`src/current_dac_consts.svh`:
```
// constants, field layout and notes for the current converter control register
// Notes on behaviour
// - Converter runs only while the enable bit is 1.
// - Codes 000..011 load the output on timer 0, 5, 2, 3 overflow.
// - Codes 100, 101, 110 load on rising, falling or either start-pin edge.
// - Code 111 loads the output when software writes the data high byte.
// - With persistence 0, any reset clears the enable bit.
// - With persistence 1, enable survives every reset except power-on.
// - Persistence bit clears on power-on reset or a register write, never on other resets.
// - Range field: 00 is 0.5 mA, 01 is 1.0 mA, 1x is 2.0 mA.
`ifndef CURRENT_DAC_CONSTS_SVH
`define CURRENT_DAC_CONSTS_SVH
`define CDAC_CTRL_ADDR 8'hB9
`define CDAC_EN_BIT 7
`define CDAC_SRC_HI 6
`define CDAC_SRC_LO 4
`define CDAC_RSVD_BIT 3
`define CDAC_RP_BIT 2
`define CDAC_RNG_HI 1
`define CDAC_RNG_LO 0
`define CDAC_SRC_RST 3'h7
`define CDAC_RNG_RST 2'h2
`define CDAC_RNG_HALF 2'h0
`define CDAC_RNG_ONE 2'h1
`define CDAC_SRC_T0 3'h0
`define CDAC_SRC_T5 3'h1
`define CDAC_SRC_T2 3'h2
`define CDAC_SRC_T3 3'h3
`define CDAC_SRC_RISE 3'h4
`define CDAC_SRC_FALL 3'h5
`define CDAC_SRC_ANY 3'h6
`define CDAC_SRC_WR 3'h7
`endif

```
`src/current_dac_pkg.sv`:
```
// types for the current converter control block
package current_dac_pkg;
  typedef enum logic [1:0] {
    range_half_ma,
    range_one_ma,
    range_two_ma
  } range_t;
  typedef struct packed {
    logic t0;
    logic t2;
    logic t3;
    logic t5;
  } timer_ovf_t;
  typedef struct packed {
    logic enable;
    logic [2:0] source;
    logic persist;
    logic [1:0] range;
  } ctrl_t;
endpackage

```
`src/current_dac_control.sv`:
```
// control register and output update logic of the current output converter
`timescale 1ns/1ps
`include "current_dac_consts.svh"
module current_dac_control #(
  parameter int DATA_W = 10
) (
  input wire logic clk,
  input wire logic rst,
  input wire logic por,
  input wire logic [7:0] sfr_addr,
  input wire logic sfr_wr,
  input wire logic [7:0] sfr_wdata,
  output logic [7:0] sfr_rdata,
  input wire logic [DATA_W-1:0] data_next,
  input wire logic high_write,
  input wire current_dac_pkg::timer_ovf_t ovf,
  input wire logic external_convert_start,
  output logic converter_enable,
  output current_dac_pkg::range_t output_range,
  output logic [DATA_W-1:0] dac_out,
  output logic update_pulse
);
  // ************************************************************
  // control register
  // ************************************************************
  current_dac_pkg::ctrl_t ctrl_q;
  current_dac_pkg::ctrl_t ctrl_d;
  logic reg_hit;

  function automatic current_dac_pkg::range_t decode_range(input logic [1:0] r);
    if (r[1]) begin
      decode_range = current_dac_pkg::range_two_ma;
    end else if (r[0]) begin
      decode_range = current_dac_pkg::range_one_ma;
    end else begin
      decode_range = current_dac_pkg::range_half_ma;
    end
  endfunction

  assign reg_hit = sfr_wr && (sfr_addr == `CDAC_CTRL_ADDR);

  // por is the power-on reset; rst covers every other reset source
  always_comb begin
    ctrl_d = ctrl_q;
    if (por) begin
      // of the resets only power-on drops the persistence bit; a register write can also clear it
      ctrl_d.enable = 1'b0;
      ctrl_d.source = `CDAC_SRC_RST;
      ctrl_d.persist = 1'b0;
      ctrl_d.range = `CDAC_RNG_RST;
    end else if (rst) begin
      // converter runs on through a warm reset only when persistent
      ctrl_d.enable = ctrl_q.persist & ctrl_q.enable;
      ctrl_d.source = `CDAC_SRC_RST;
      ctrl_d.persist = ctrl_q.persist;
      ctrl_d.range = `CDAC_RNG_RST;
    end else if (reg_hit) begin
      // pairing persistence with enable is left to software, not checked
      ctrl_d.enable = sfr_wdata[`CDAC_EN_BIT];
      ctrl_d.source = sfr_wdata[`CDAC_SRC_HI:`CDAC_SRC_LO];
      ctrl_d.persist = sfr_wdata[`CDAC_RP_BIT];
      ctrl_d.range = sfr_wdata[`CDAC_RNG_HI:`CDAC_RNG_LO];
    end
  end

  always_ff @(posedge clk) begin
    ctrl_q <= ctrl_d;
  end

  always_comb begin
    sfr_rdata = 8'h00;
    if (sfr_addr == `CDAC_CTRL_ADDR) begin
      sfr_rdata[`CDAC_EN_BIT] = ctrl_q.enable;
      sfr_rdata[`CDAC_SRC_HI:`CDAC_SRC_LO] = ctrl_q.source;
      sfr_rdata[`CDAC_RSVD_BIT] = 1'b0;
      sfr_rdata[`CDAC_RP_BIT] = ctrl_q.persist;
      sfr_rdata[`CDAC_RNG_HI:`CDAC_RNG_LO] = ctrl_q.range;
    end
  end

  assign converter_enable = ctrl_q.enable;
  assign output_range = decode_range(ctrl_q.range);

  // ************************************************************
  // output update
  // ************************************************************
  logic fire;
  logic [DATA_W-1:0] out_q;
  logic [DATA_W-1:0] out_d;

  update_trigger trig (
    .clk(clk),
    .rst(rst | por),
    .source(ctrl_q.source),
    .ovf(ovf),
    .start_pin(external_convert_start),
    .high_write(high_write),
    .fire(fire)
  );

  // disabled converter ignores triggers, holding the last value
  assign update_pulse = fire & ctrl_q.enable;

  always_comb begin
    out_d = out_q;
    if (rst | por) begin
      // any reset parks the output code at zero
      out_d = '0;
    end else if (update_pulse) begin
      out_d = data_next;
    end
  end

  always_ff @(posedge clk) begin
    out_q <= out_d;
  end

  assign dac_out = out_q;

  // ************************************************************
  // reset checks
  // ************************************************************
  a_por_clears: assert property (@(posedge clk)
    por |=> (!ctrl_q.persist && !ctrl_q.enable))
    else $error("power-on reset left persistence or enable set");

  a_rst_no_persist: assert property (@(posedge clk)
    (rst && !por && !ctrl_q.persist) |=> !converter_enable)
    else $error("reset without persistence kept enable");

  a_rst_persist: assert property (@(posedge clk)
    (rst && !por && ctrl_q.persist && ctrl_q.enable) |=> converter_enable)
    else $error("persistent enable lost on warm reset");

  a_persist_sticky: assert property (@(posedge clk)
    (rst && !por) |=> ctrl_q.persist == $past(ctrl_q.persist))
    else $error("persistence changed on warm reset");

  a_reset_values: assert property (@(posedge clk)
    por |=> (sfr_rdata[`CDAC_SRC_HI:`CDAC_SRC_LO] == `CDAC_SRC_RST || sfr_addr != `CDAC_CTRL_ADDR)
      && ctrl_q.range == `CDAC_RNG_RST)
    else $error("wrong reset values");

  a_warm_defaults: assert property (@(posedge clk)
    (rst && !por) |=> (ctrl_q.source == `CDAC_SRC_RST && ctrl_q.range == `CDAC_RNG_RST))
    else $error("warm reset left source or range unchanged");

  // ************************************************************
  // register checks
  // ************************************************************
  a_reg_write: assert property (@(posedge clk) disable iff (rst | por)
    reg_hit |=> (converter_enable == $past(sfr_wdata[`CDAC_EN_BIT])
      && ctrl_q.persist == $past(sfr_wdata[`CDAC_RP_BIT])))
    else $error("register write not stored");

  a_other_addr: assert property (@(posedge clk) disable iff (rst | por)
    (sfr_wr && sfr_addr != `CDAC_CTRL_ADDR) |=> ctrl_q == $past(ctrl_q))
    else $error("write to another address changed the register");

  a_read_enable: assert property (@(posedge clk) disable iff (por)
    (sfr_addr == `CDAC_CTRL_ADDR) |-> sfr_rdata[`CDAC_EN_BIT] == converter_enable)
    else $error("enable bit reads back wrong");

  a_rsvd_zero: assert property (@(posedge clk) disable iff (por)
    !sfr_rdata[`CDAC_RSVD_BIT])
    else $error("reserved bit reads as one");

  a_range_map: assert property (@(posedge clk) disable iff (por)
    ctrl_q.range[1] |-> output_range == current_dac_pkg::range_two_ma)
    else $error("range decode wrong");

  a_range_half: assert property (@(posedge clk) disable iff (por)
    (ctrl_q.range == `CDAC_RNG_HALF) |-> output_range == current_dac_pkg::range_half_ma)
    else $error("half range decode wrong");

  a_range_one: assert property (@(posedge clk) disable iff (por)
    (ctrl_q.range == `CDAC_RNG_ONE) |-> output_range == current_dac_pkg::range_one_ma)
    else $error("one range decode wrong");

  // ************************************************************
  // update checks
  // ************************************************************
  a_disabled_hold: assert property (@(posedge clk) disable iff (rst | por)
    !converter_enable |=> dac_out == $past(dac_out))
    else $error("disabled converter changed output");

  a_write_update: assert property (@(posedge clk) disable iff (rst | por)
    (converter_enable && ctrl_q.source == `CDAC_SRC_WR && high_write)
      |=> dac_out == $past(data_next))
    else $error("high byte write did not update output");

  a_write_only: assert property (@(posedge clk) disable iff (rst | por)
    (ctrl_q.source == `CDAC_SRC_WR && !high_write) |-> !update_pulse)
    else $error("write mode updated without a write");

  a_timer0_update: assert property (@(posedge clk) disable iff (rst | por)
    (converter_enable && ctrl_q.source == `CDAC_SRC_T0 && ovf.t0) |-> update_pulse)
    else $error("timer 0 overflow did not update");

  a_timer5_load: assert property (@(posedge clk) disable iff (rst | por)
    (converter_enable && ctrl_q.source == `CDAC_SRC_T5 && ovf.t5)
      |=> dac_out == $past(data_next))
    else $error("timer 5 overflow did not load output");

  a_timer2_load: assert property (@(posedge clk) disable iff (rst | por)
    (converter_enable && ctrl_q.source == `CDAC_SRC_T2 && ovf.t2)
      |=> dac_out == $past(data_next))
    else $error("timer 2 overflow did not load output");

  a_timer3_load: assert property (@(posedge clk) disable iff (rst | por)
    (converter_enable && ctrl_q.source == `CDAC_SRC_T3 && ovf.t3)
      |=> dac_out == $past(data_next))
    else $error("timer 3 overflow did not load output");

  a_pin_any_load: assert property (@(posedge clk) disable iff (rst | por)
    (converter_enable && ctrl_q.source == `CDAC_SRC_ANY
      && external_convert_start != $past(external_convert_start))
      |=> dac_out == $past(data_next))
    else $error("start pin edge did not load output");

  // ************************************************************
  // coverage
  // ************************************************************
  c_warm_persist: cover property (@(posedge clk) rst && ctrl_q.persist && ctrl_q.enable);
  c_pin_update: cover property (@(posedge clk) update_pulse && ctrl_q.source == `CDAC_SRC_ANY);
  c_write_update: cover property (@(posedge clk) update_pulse && ctrl_q.source == `CDAC_SRC_WR);
  c_timer5_update: cover property (@(posedge clk) update_pulse && ctrl_q.source == `CDAC_SRC_T5);
  c_por_sticky: cover property (@(posedge clk) por && ctrl_q.persist);
endmodule

```
`src/update_trigger.sv`:
```
// selects the event that loads a new converter output value
`timescale 1ns/1ps
`include "current_dac_consts.svh"
module update_trigger (
  input wire logic clk,
  input wire logic rst,
  input wire logic [2:0] source,
  input wire current_dac_pkg::timer_ovf_t ovf,
  input wire logic start_pin,
  input wire logic high_write,
  output logic fire
);
  logic pin_q;
  logic pin_d;
  logic rise;
  logic fall;

  always_comb begin
    pin_d = start_pin;
  end

  // no reset: tracking the pin through reset keeps a stray edge away
  always_ff @(posedge clk) begin
    pin_q <= pin_d;
  end

  assign rise = start_pin & ~pin_q;
  assign fall = ~start_pin & pin_q;

  always_comb begin
    unique case (source)
      `CDAC_SRC_T0: fire = ovf.t0;
      `CDAC_SRC_T5: fire = ovf.t5;
      `CDAC_SRC_T2: fire = ovf.t2;
      `CDAC_SRC_T3: fire = ovf.t3;
      `CDAC_SRC_RISE: fire = rise;
      `CDAC_SRC_FALL: fire = fall;
      `CDAC_SRC_ANY: fire = rise | fall;
      `CDAC_SRC_WR: fire = high_write;
    endcase
  end

  a_rise_fires: assert property (@(posedge clk) disable iff (rst)
    (source == `CDAC_SRC_RISE && start_pin && !$past(start_pin)) |-> fire)
    else $error("rising edge did not fire update");
  a_fall_fires: assert property (@(posedge clk) disable iff (rst)
    (source == `CDAC_SRC_FALL && !start_pin && $past(start_pin)) |-> fire)
    else $error("falling edge did not fire update");
endmodule
```
`config.mk`:
```
export PLATFORM = sky130hd
export DESIGN_NAME = current_dac_control
export DESIGN_NICKNAME = d
export VERILOG_FILES = /design/src/current_dac_pkg.sv /design/src/current_dac_control.sv /design/src/update_trigger.sv
export VERILOG_INCLUDE_DIRS = /design/src
export SDC_FILE = /design/constraint.sdc
export NUM_CORES = 1
export LEC_CHECK = 0
export ABC_AREA = 1
export BUFFER_PORTS_ARGS = -buffer_cell sky130_fd_sc_hd__buf_4
export CORE_ASPECT_RATIO = 2
export CORE_MARGIN = 2
export CORE_UTILIZATION = 39
export DETAILED_ROUTE_END_ITERATION = 7
export HOLD_SLACK_MARGIN = 0.02
export PLACE_DENSITY = 0.74
export SLEW_MARGIN = 20
export SYNTH_ARGS = -nofsm -noshare
export SYNTH_HDL_FRONTEND = slang
export SYNTH_SLANG_ARGS = --single-unit
```
`constraint.sdc`:
```
create_clock -name clk -period 1.3 [get_ports clk]
set_input_delay 0.13 -clock clk [delete_from_list [all_inputs] [get_ports clk]]
set_output_delay 0.13 -clock clk [all_outputs]
set_load 0.03 [all_outputs]
```
# ---- Word-level counts from Yosys, hierarchy flattened
# Cells that the tools add are included.
dict set report word_totals {
  ff_bits 18
  input_bits 36
  out_inout_bits 22
  wordCells 34
}
dict set report op_classes {
  n_eq_ne 8
  n_mux 6
  bitwise_logic 9
  reduce_logical 5
}
# operator n
set ops {}
lappend ops {{$mux 7} 2}
lappend ops {{$eq 3x3->1 const B} 4}
lappend ops {{$eq 8x8->1 const B} 1}
lappend ops {{$mux 8} 1}
lappend ops {{$pmux 1 s8} 1}
lappend ops {{$eq 3x2->1 const B} 2}
lappend ops {{$and 1x1->1} 4}
lappend ops {{$eq 3x1->1 const B} 1}
lappend ops {{$logic_not 3->1} 1}
lappend ops {{$not 1->1} 3}
lappend ops {{$mux 2} 1}
lappend ops {{$or 1x1->1} 2}
lappend ops {{$reduce_and 2->1} 1}
lappend ops {{$reduce_bool 2->1} 1}
lappend ops {{$reduce_or 2->1} 1}
lappend ops {{$logic_and 1x1->1} 1}
lappend ops {{$mux 1} 1}

# ---- Longest topological paths before layout
# Gate-level depths: netlist of the first run.
dict set report logic_depth {
  depth_word 5
  depth_mapped 11
  ltp_nobuf 10
}

# ---- By module
# A second synthesis of the first run with hierarchy kept.
dict set report unflattened {
  hier_cells 147
  hier_area_um2 927.1
}
# module n_inst cells_per_inst area_per_inst_um2 seq_area_each_um2
set modules_own_cells {}
lappend modules_own_cells {current_dac_control 1 123 795.8 340.3}
lappend modules_own_cells {update_trigger 1 24 131.4 20.0}

# ---- Worst setup path after synthesis of the first run
# No wires, ideal clock.
dict set report synth_path {
  path_kind {register to output}
  from {register ctrl_q (netlist bit converter_enable)}
  to {output sfr_rdata[7]}
  arrival_ns 1.331
  required_ns 1.170
  path_slack_ns -0.161
  path_stages_with_launch 4
  n_path_buf 1
  path_cell_list {dfxtp_1 clkbuf_1 inv_1 nor2_1}
}
dict set report synth_between {
  elab_chain_cells 1
}
# item line
set synth_lines {}
lappend synth_lines {{start, declared} current_dac_control.sv:26} ;# current_dac_pkg::ctrl_t ctrl_q;
lappend synth_lines {{start signal, assigned} current_dac_control.sv:67} ;# ctrl_q <= ctrl_d;
lappend synth_lines {{$mux 8} current_dac_control.sv:72} ;# if (sfr_addr == `CDAC_CTRL_ADDR) begin
lappend synth_lines {{end, declared} current_dac_control.sv:13} ;# output logic [7:0] sfr_rdata,
# Every way passes these cells.

# ---- Worst setup path after layout of the first run
dict set report layout_path {
  from {register trig.pin_q}
  to {output update_pulse}
}
dict set report layout_between {
  elab_chain_cells 5
  elab_cells_between_ends 6
}
# item line
set layout_lines {}
lappend layout_lines {{start, declared} update_trigger.sv:13} ;# logic pin_q;
lappend layout_lines {{start signal, assigned} update_trigger.sv:24} ;# pin_q <= pin_d;
lappend layout_lines {{$not 1->1} update_trigger.sv:27} ;# assign rise = start_pin & ~pin_q;
lappend layout_lines {{$and 1x1->1} update_trigger.sv:27}
lappend layout_lines {{$or 1x1->1} update_trigger.sv:38} ;# `CDAC_SRC_ANY: fire = rise | fall;
lappend layout_lines {{$pmux 1 s8 *} update_trigger.sv:31} ;# unique case (source)
lappend layout_lines {{$and 1x1->1 *} current_dac_control.sv:102} ;# assign update_pulse = fire & ctrl_q.enable;
lappend layout_lines {{end, declared} current_dac_control.sv:21} ;# output logic update_pulse
# Mark *: on every way between the ends. The rest lies on a longest branch, timed or not.

==> flow_summary_export.csv, run 1 <==
group,metric,value,unit
layout,n_fill_cell,243,
drt,drt_first_pass_iters,4,
die,io_pins,58,
placed_design,place.gp.congestion,0.728,
placed_design,port_buffers,55,
layout,syn2layout_area_growth,58.7,%
yosys,synth_warnings,0,
yosys,ys_seq_area_frac,0.342,
setup_path,cp.required,1.17,ns
setup_path,crit_path_end_kind,"output port",
yosys,synth_cell_types,20,
yosys,synth.ff_latch_count,18,
cts,h-tree-depth,1,
run_status,violations,"setup timing",
placed_design,post-place-ws,-0.144,ns
layout,multi_input_area,542,µm²
setup_path,start_kind,"flip-flop",
layout,nets,264,
global_route,grt_overflow_total,0,
yosys,synth_nets,202,
run_status,status,"finished, violations left",
drt,vias_per_cell,4.66,
cts,clkTransAtPathRegs,0.08,ns
timing,fin_crit_sh,1.18,
min_path,holdCritPathClass,"in -> reg",
timing,period_needed,1.53,ns
timing,hold_viol,0,
global_route,grt_first_pass_wirelength,4.21,mm
layout,drive_gt1_frac,0.484,
die,core_area,2570,µm²
timing,timing.fmax,0.654,GHz
timing,maxSlewViolCount,0,
drt,drc,0,
setup_path,crit_fanout,2,
cts,clkLatencyLatePin,0.25,ns
drt,drt-total-wl,2.71,mm
power,max-vdd-ir-drop,0.607,mV
drt,first_iter_violations,21,
die,fp.dieH,77.5,µm
timing,finalSetupViolations,10,
global_route,grt_max_degree,11,
layout,seq_area,368,µm²
setup_path,worst-endpoint-arrival,1.40,ns
yosys,syn-instance-count,164,
die,rows,26,
layout,final_util,0.650,
global_route,antenna_found_initial,0,
global_route,track_usage,0.183,
cts,cts_buffers,3,
setup_path,critPathKind,"reg -> out",
global_route,grt_pass1_vias,1130,
die,dieArea,3160,µm²
drt,vias,1180,
cts,cts_tree,"done",
layout,final_cell_mix,"buf_4 (60), inv_1 (33), nand2_1 (26)",
power,p_per_area,707,nW/µm²
cts,cts-root-buf,"clkbuf_8",
cts,cts_sinks,18,
die,die_x,40.8,µm
power,cellLeakagePower,0.000852,µW
placed_design,dp_hpwl,2.09,mm
layout,final_common_cell,"buf_4",
die,start_util,0.410,
yosys,netlist_area,1050,µm²
cts,cts_hold_buffers,0,
timing,setup_ws,-0.230,ns
timing,rsz0062_at_grt,"true",
drt,wl_per_cell,10.7,µm
run,drv_cap,0,
cts,cts.path.max_buffers,2,
layout,diodes,0,
yosys,avgSynthCellArea,6.42,µm²
timing,skew,0.00490,ns
drt,postRouteAntennaNets,0,
==> synthesized netlist by cell type (all sizes together) <==
| cell | number | area, µm² |
|---|---|---|
| inv | 45 | 169 |
| nand2 | 40 | 173 |
| nor2 | 21 | 78.8 |
| dfxtp | 18 | 360 |
| nand4 | 11 | 68.8 |
| nand3 | 8 | 55.1 |
| buf | 6 | 47.5 |
| o211ai | 4 | 30.0 |
| o21ai | 3 | 15.0 |
| a21oi | 2 | 10.0 |
| ha | 2 | 25.0 |
| clkbuf | 1 | 3.75 |
| clkinv | 1 | 3.75 |
| conb | 1 | 3.75 |
| nor3 | 1 | 10.0 |
==> logic make-up after synthesis <==
| group | count (synthesis) | synth area share |
|---|---|---|
| compound gates | 9 | 0.0523 |
| fa+ha+maj | 2 | 0.0237 |
| buf+inv | 53 | 0.213 |
| flops | 18 | 0.342 |
| other cells | 1 | 0.00356 |
| simple gates | 81 | 0.366 |
==> cell type report <==
class	instances	share of cell area
Multi-Input combinational cell	93	0.324
Timing Repair Buffer	64	0.296
Sequential cell	18	0.220
Inverter	46	0.106
Clock buffer	4	0.0329
Tap cell	28	0.0210
==> stage by stage <==
step                std cells  instance area, µm²  TNS, ns  total power, µW  hold WS [ns]
floorplan                 164                1060        0              617         0.158
global route              253                1670    -1.90             1220        0.0245
CTS                       254                1640    -1.84             1170        0.0288
finish                    253                1670    -1.03             1180        0.0245
global placement          248                1520   -0.457              708         0.260
detailed placement        248                1520    -1.05              710         0.267
==> repair_timing <==
item,CTS,global route
endpoints found under the setup margin,10,13
resized for setup,13,21
buffers inserted,3,1
pin swaps,4,12
==> power breakdown <==
part / switching (µW) / internal (µW)
combinational: 64.4 / 92.0
clock: 201 / 269
sequential: 2.70 / 552
total: 268 / 913
==> final timing paths <==
path,slack (ns),cells past startpoint,end,startpoint
setup reg to reg,-0.11,10,dac_out[9],trig.pin_q
setup / recovery,-0.23,7,update_pulse,trig.pin_q
hold reg to reg,0.49,2,ctrl_q[2],ctrl_q[2]
hold / removal,0.02,1,trig.pin_q,external_convert_start
==> flip-flops by register name (all words and copies together), names as in the netlist <==
signal,cells
converter_enable,1
ctrl_q,6
dac_out,10
trig.pin_q,1
==> layer usage <==
metal,track usage,vias up,share of wire
li1,-,607,-
met1,0.166,529,0.34
met2,0.346,40,0.60
met3,0.0229,4,0.041
met4,0.0867,0,0.017
met5,0,-,0
==> worst max-delay path, cell delays in order, from the launching register on <==
cell and delay [ns]:
dfxtp_4 0.37, ha_4 0.26, nand2_2 0.05, nand3_2 0.09, nand3_4 0.08, nand3_4 0.09, clkinvlp_4 0.09, buf_6 0.13
(Power assumes the default switching activity.)
==> run 2, diff against run 1 <==
--- a/config.mk
+++ b/config.mk
@@ -8,13 +8,13 @@
 export LEC_CHECK = 0
 export ABC_AREA = 1
 export BUFFER_PORTS_ARGS = -buffer_cell sky130_fd_sc_hd__buf_4
-export CORE_ASPECT_RATIO = 2
 export CORE_MARGIN = 2
-export CORE_UTILIZATION = 39
+export CORE_UTILIZATION = 37
 export DETAILED_ROUTE_END_ITERATION = 7
 export HOLD_SLACK_MARGIN = 0.02
 export PLACE_DENSITY = 0.74
 export SLEW_MARGIN = 20
 export SYNTH_ARGS = -nofsm -noshare
 export SYNTH_HDL_FRONTEND = slang
+export SYNTH_HIERARCHICAL = 1
 export SYNTH_SLANG_ARGS = --single-unit
==> run 2 against run 1 <==
The run still ends with setup timing left; highest routed layer unchanged; setup slack worse by 0.017 ns; sequential share of layout area is 2.4 points higher; clock power is 27% lower; non-clock buffer count is 4 lower; global-route usage is 1.4 points lower; area after synthesis is 12% lower; largest power group unchanged; clock-buffer cell count stayed put; sequential cell count stayed put.
==> flow_summary_export.csv, run 2 <==
group,metric,value,unit
drt,drt_first_pass_iters,4,
die,io_pins,58,
run,drv_cap,0,
setup_path,cp.required,1.17,ns
global_route,grt_pass1_vias,890,
cts,cts-root-buf,"clkbuf_4",
layout,nets,244,
drt,vias,1067,
placed_design,dp_hpwl,1.89,mm
run_status,status,"finished, violations left",
timing,maxSlewViolCount,0,
setup_path,crit_fanout,2,
die,rows,18,
setup_path,critPathKind,"reg -> out",
power,max-vdd-ir-drop,0.579,mV
timing,rsz0062_at_grt,"true",
drt,vias_per_cell,4.54,
yosys,syn-instance-count,146,
layout,final_common_cell,"buf_4",
drt,drt-total-wl,2.45,mm
min_path,holdCritPathClass,"in -> reg",
setup_path,r2r_cells,10,
cts,clkLatencyLatePin,0.29,ns
drt,wl_per_cell,10.4,µm
timing,setup_ws,-0.248,ns
timing,fin_crit_sh,1.19,
yosys,synth_nets,184,
cts,clkTransAtPathRegs,0.10,ns
global_route,antenna_found_initial,0,
yosys,netlist_area,923,µm²
timing,finalSetupViolations,11,
cts,cts_tree,"done",
cts,cts_hold_buffers,0,
global_route,grt_first_pass_wirelength,3.60,mm
drt,first_iter_violations,15,
layout,final_util,0.621,
cts,cts_buffers,3,
setup_path,crit_path_end_kind,"output port",
layout,largest_reg_flops,10,
layout,drive_gt1_frac,0.454,
layout,syn2layout_area_growth,62.2,%
cts,cts.path.max_buffers,2,
global_route,grt_overflow_total,0,
timing,period_needed,1.55,ns
global_route,track_usage,0.169,
power,p_per_area,707,nW/µm²
global_route,grt_max_degree,11,
timing,hold_viol,0,
setup_path,start_kind,"flip-flop",
placed_design,port_buffers,55,
placed_design,place.gp.congestion,0.724,
cts,cts_sinks,18,
min_path,holdPathStages,2,
die,fp.dieH,54.0,µm
timing,skew,0.00123,ns
cts,h-tree-depth,1,
run_status,violations,"setup timing",
die,die_x,54.0,µm
power,cellLeakagePower,0.000807,µW
drt,postRouteAntennaNets,0,
setup_path,worst-endpoint-arrival,1.42,ns
yosys,avgSynthCellArea,6.32,µm²
die,start_util,0.383,
layout,diodes,0,
yosys,synth_warnings,6,
timing,setup_tns,-1.21,ns
layout,final_cell_mix,"buf_4 (59), nor2_1 (31), nand2_1 (26)",
die,dieArea,2910,µm²
timing,timing.fmax,0.646,GHz
placed_design,post-place-ws,-0.0797,ns
die,core_area,2410,µm²
drt,drc,0,
-- run 2: stage by stage --
| step | hold slack (ns) | total power, µW | cell area [µm²] | std cells |
|---|---|---|---|---|
| after floorplan | 0.158 | 619 | 956 | 146 |
| final | 0.0519 | 1060 | 1500 | 235 |
| after CTS | 0.0443 | 1060 | 1490 | 236 |
| after global routing | 0.0276 | 1120 | 1500 | 235 |
| after global placement | 0.339 | 712 | 1390 | 230 |
| after detailed placement | 0.352 | 716 | 1390 | 230 |
-- run 2: worst paths after layout --
check	from	to	slack, ns
max	trig/pin_q	update_pulse	-0.25
min	external_convert_start	trig/pin_q	0.05
max reg2reg	trig/pin_q	dac_out[2]	-0.11
min reg2reg	dac_out[7]	dac_out[7]	0.49
-- run 2: cell type report --
class                           count  area (µm²)
Timing Repair Buffer               60         454
Multi-Input combinational cell     99         512
Inverter                           24        92.6
Clock buffer                        4        36.3
Fill cell                         200         912
Sequential cell                    18         365
Tap cell                           30        37.5
-- run 2: timing repair --
action,4_1_cts,5_1_grt
endpoints found under the setup margin,12,12
buffers inserted,2,0
gates resized for setup,16,7
pin swaps,3,1
-- run 2: layer usage --
metal  track usage  share of wire  wire length (µm)  vias up
met5             0              0                 0        -
met4        0.0513          0.015                38        0
met3        0.0333          0.053               131        4
met2         0.311           0.52              1290       35
met1         0.194           0.41               996      470
li1              -              -                 -      558
-- run 2: power breakdown --
group / internal (µW) / leakage (µW) / switching, µW
sequential: 551 / 0.000145 / 2.13
combinational: 92.3 / 0.000641 / 69.7
clock: 171 / 0.0000210 / 173
total: 814 / 0.000807 / 245
-- run 2: worst max-delay path, cell delays in order (launching register included) --
cell and delay (ns):
dfxtp_2 0.35, ha_4 0.26, inv_2 0.02, nand2_1 0.04, nand3_1 0.06, nand3_1 0.07, nand2_1 0.07, nand2_2 0.09
inv_4 0.04, buf_6 0.13
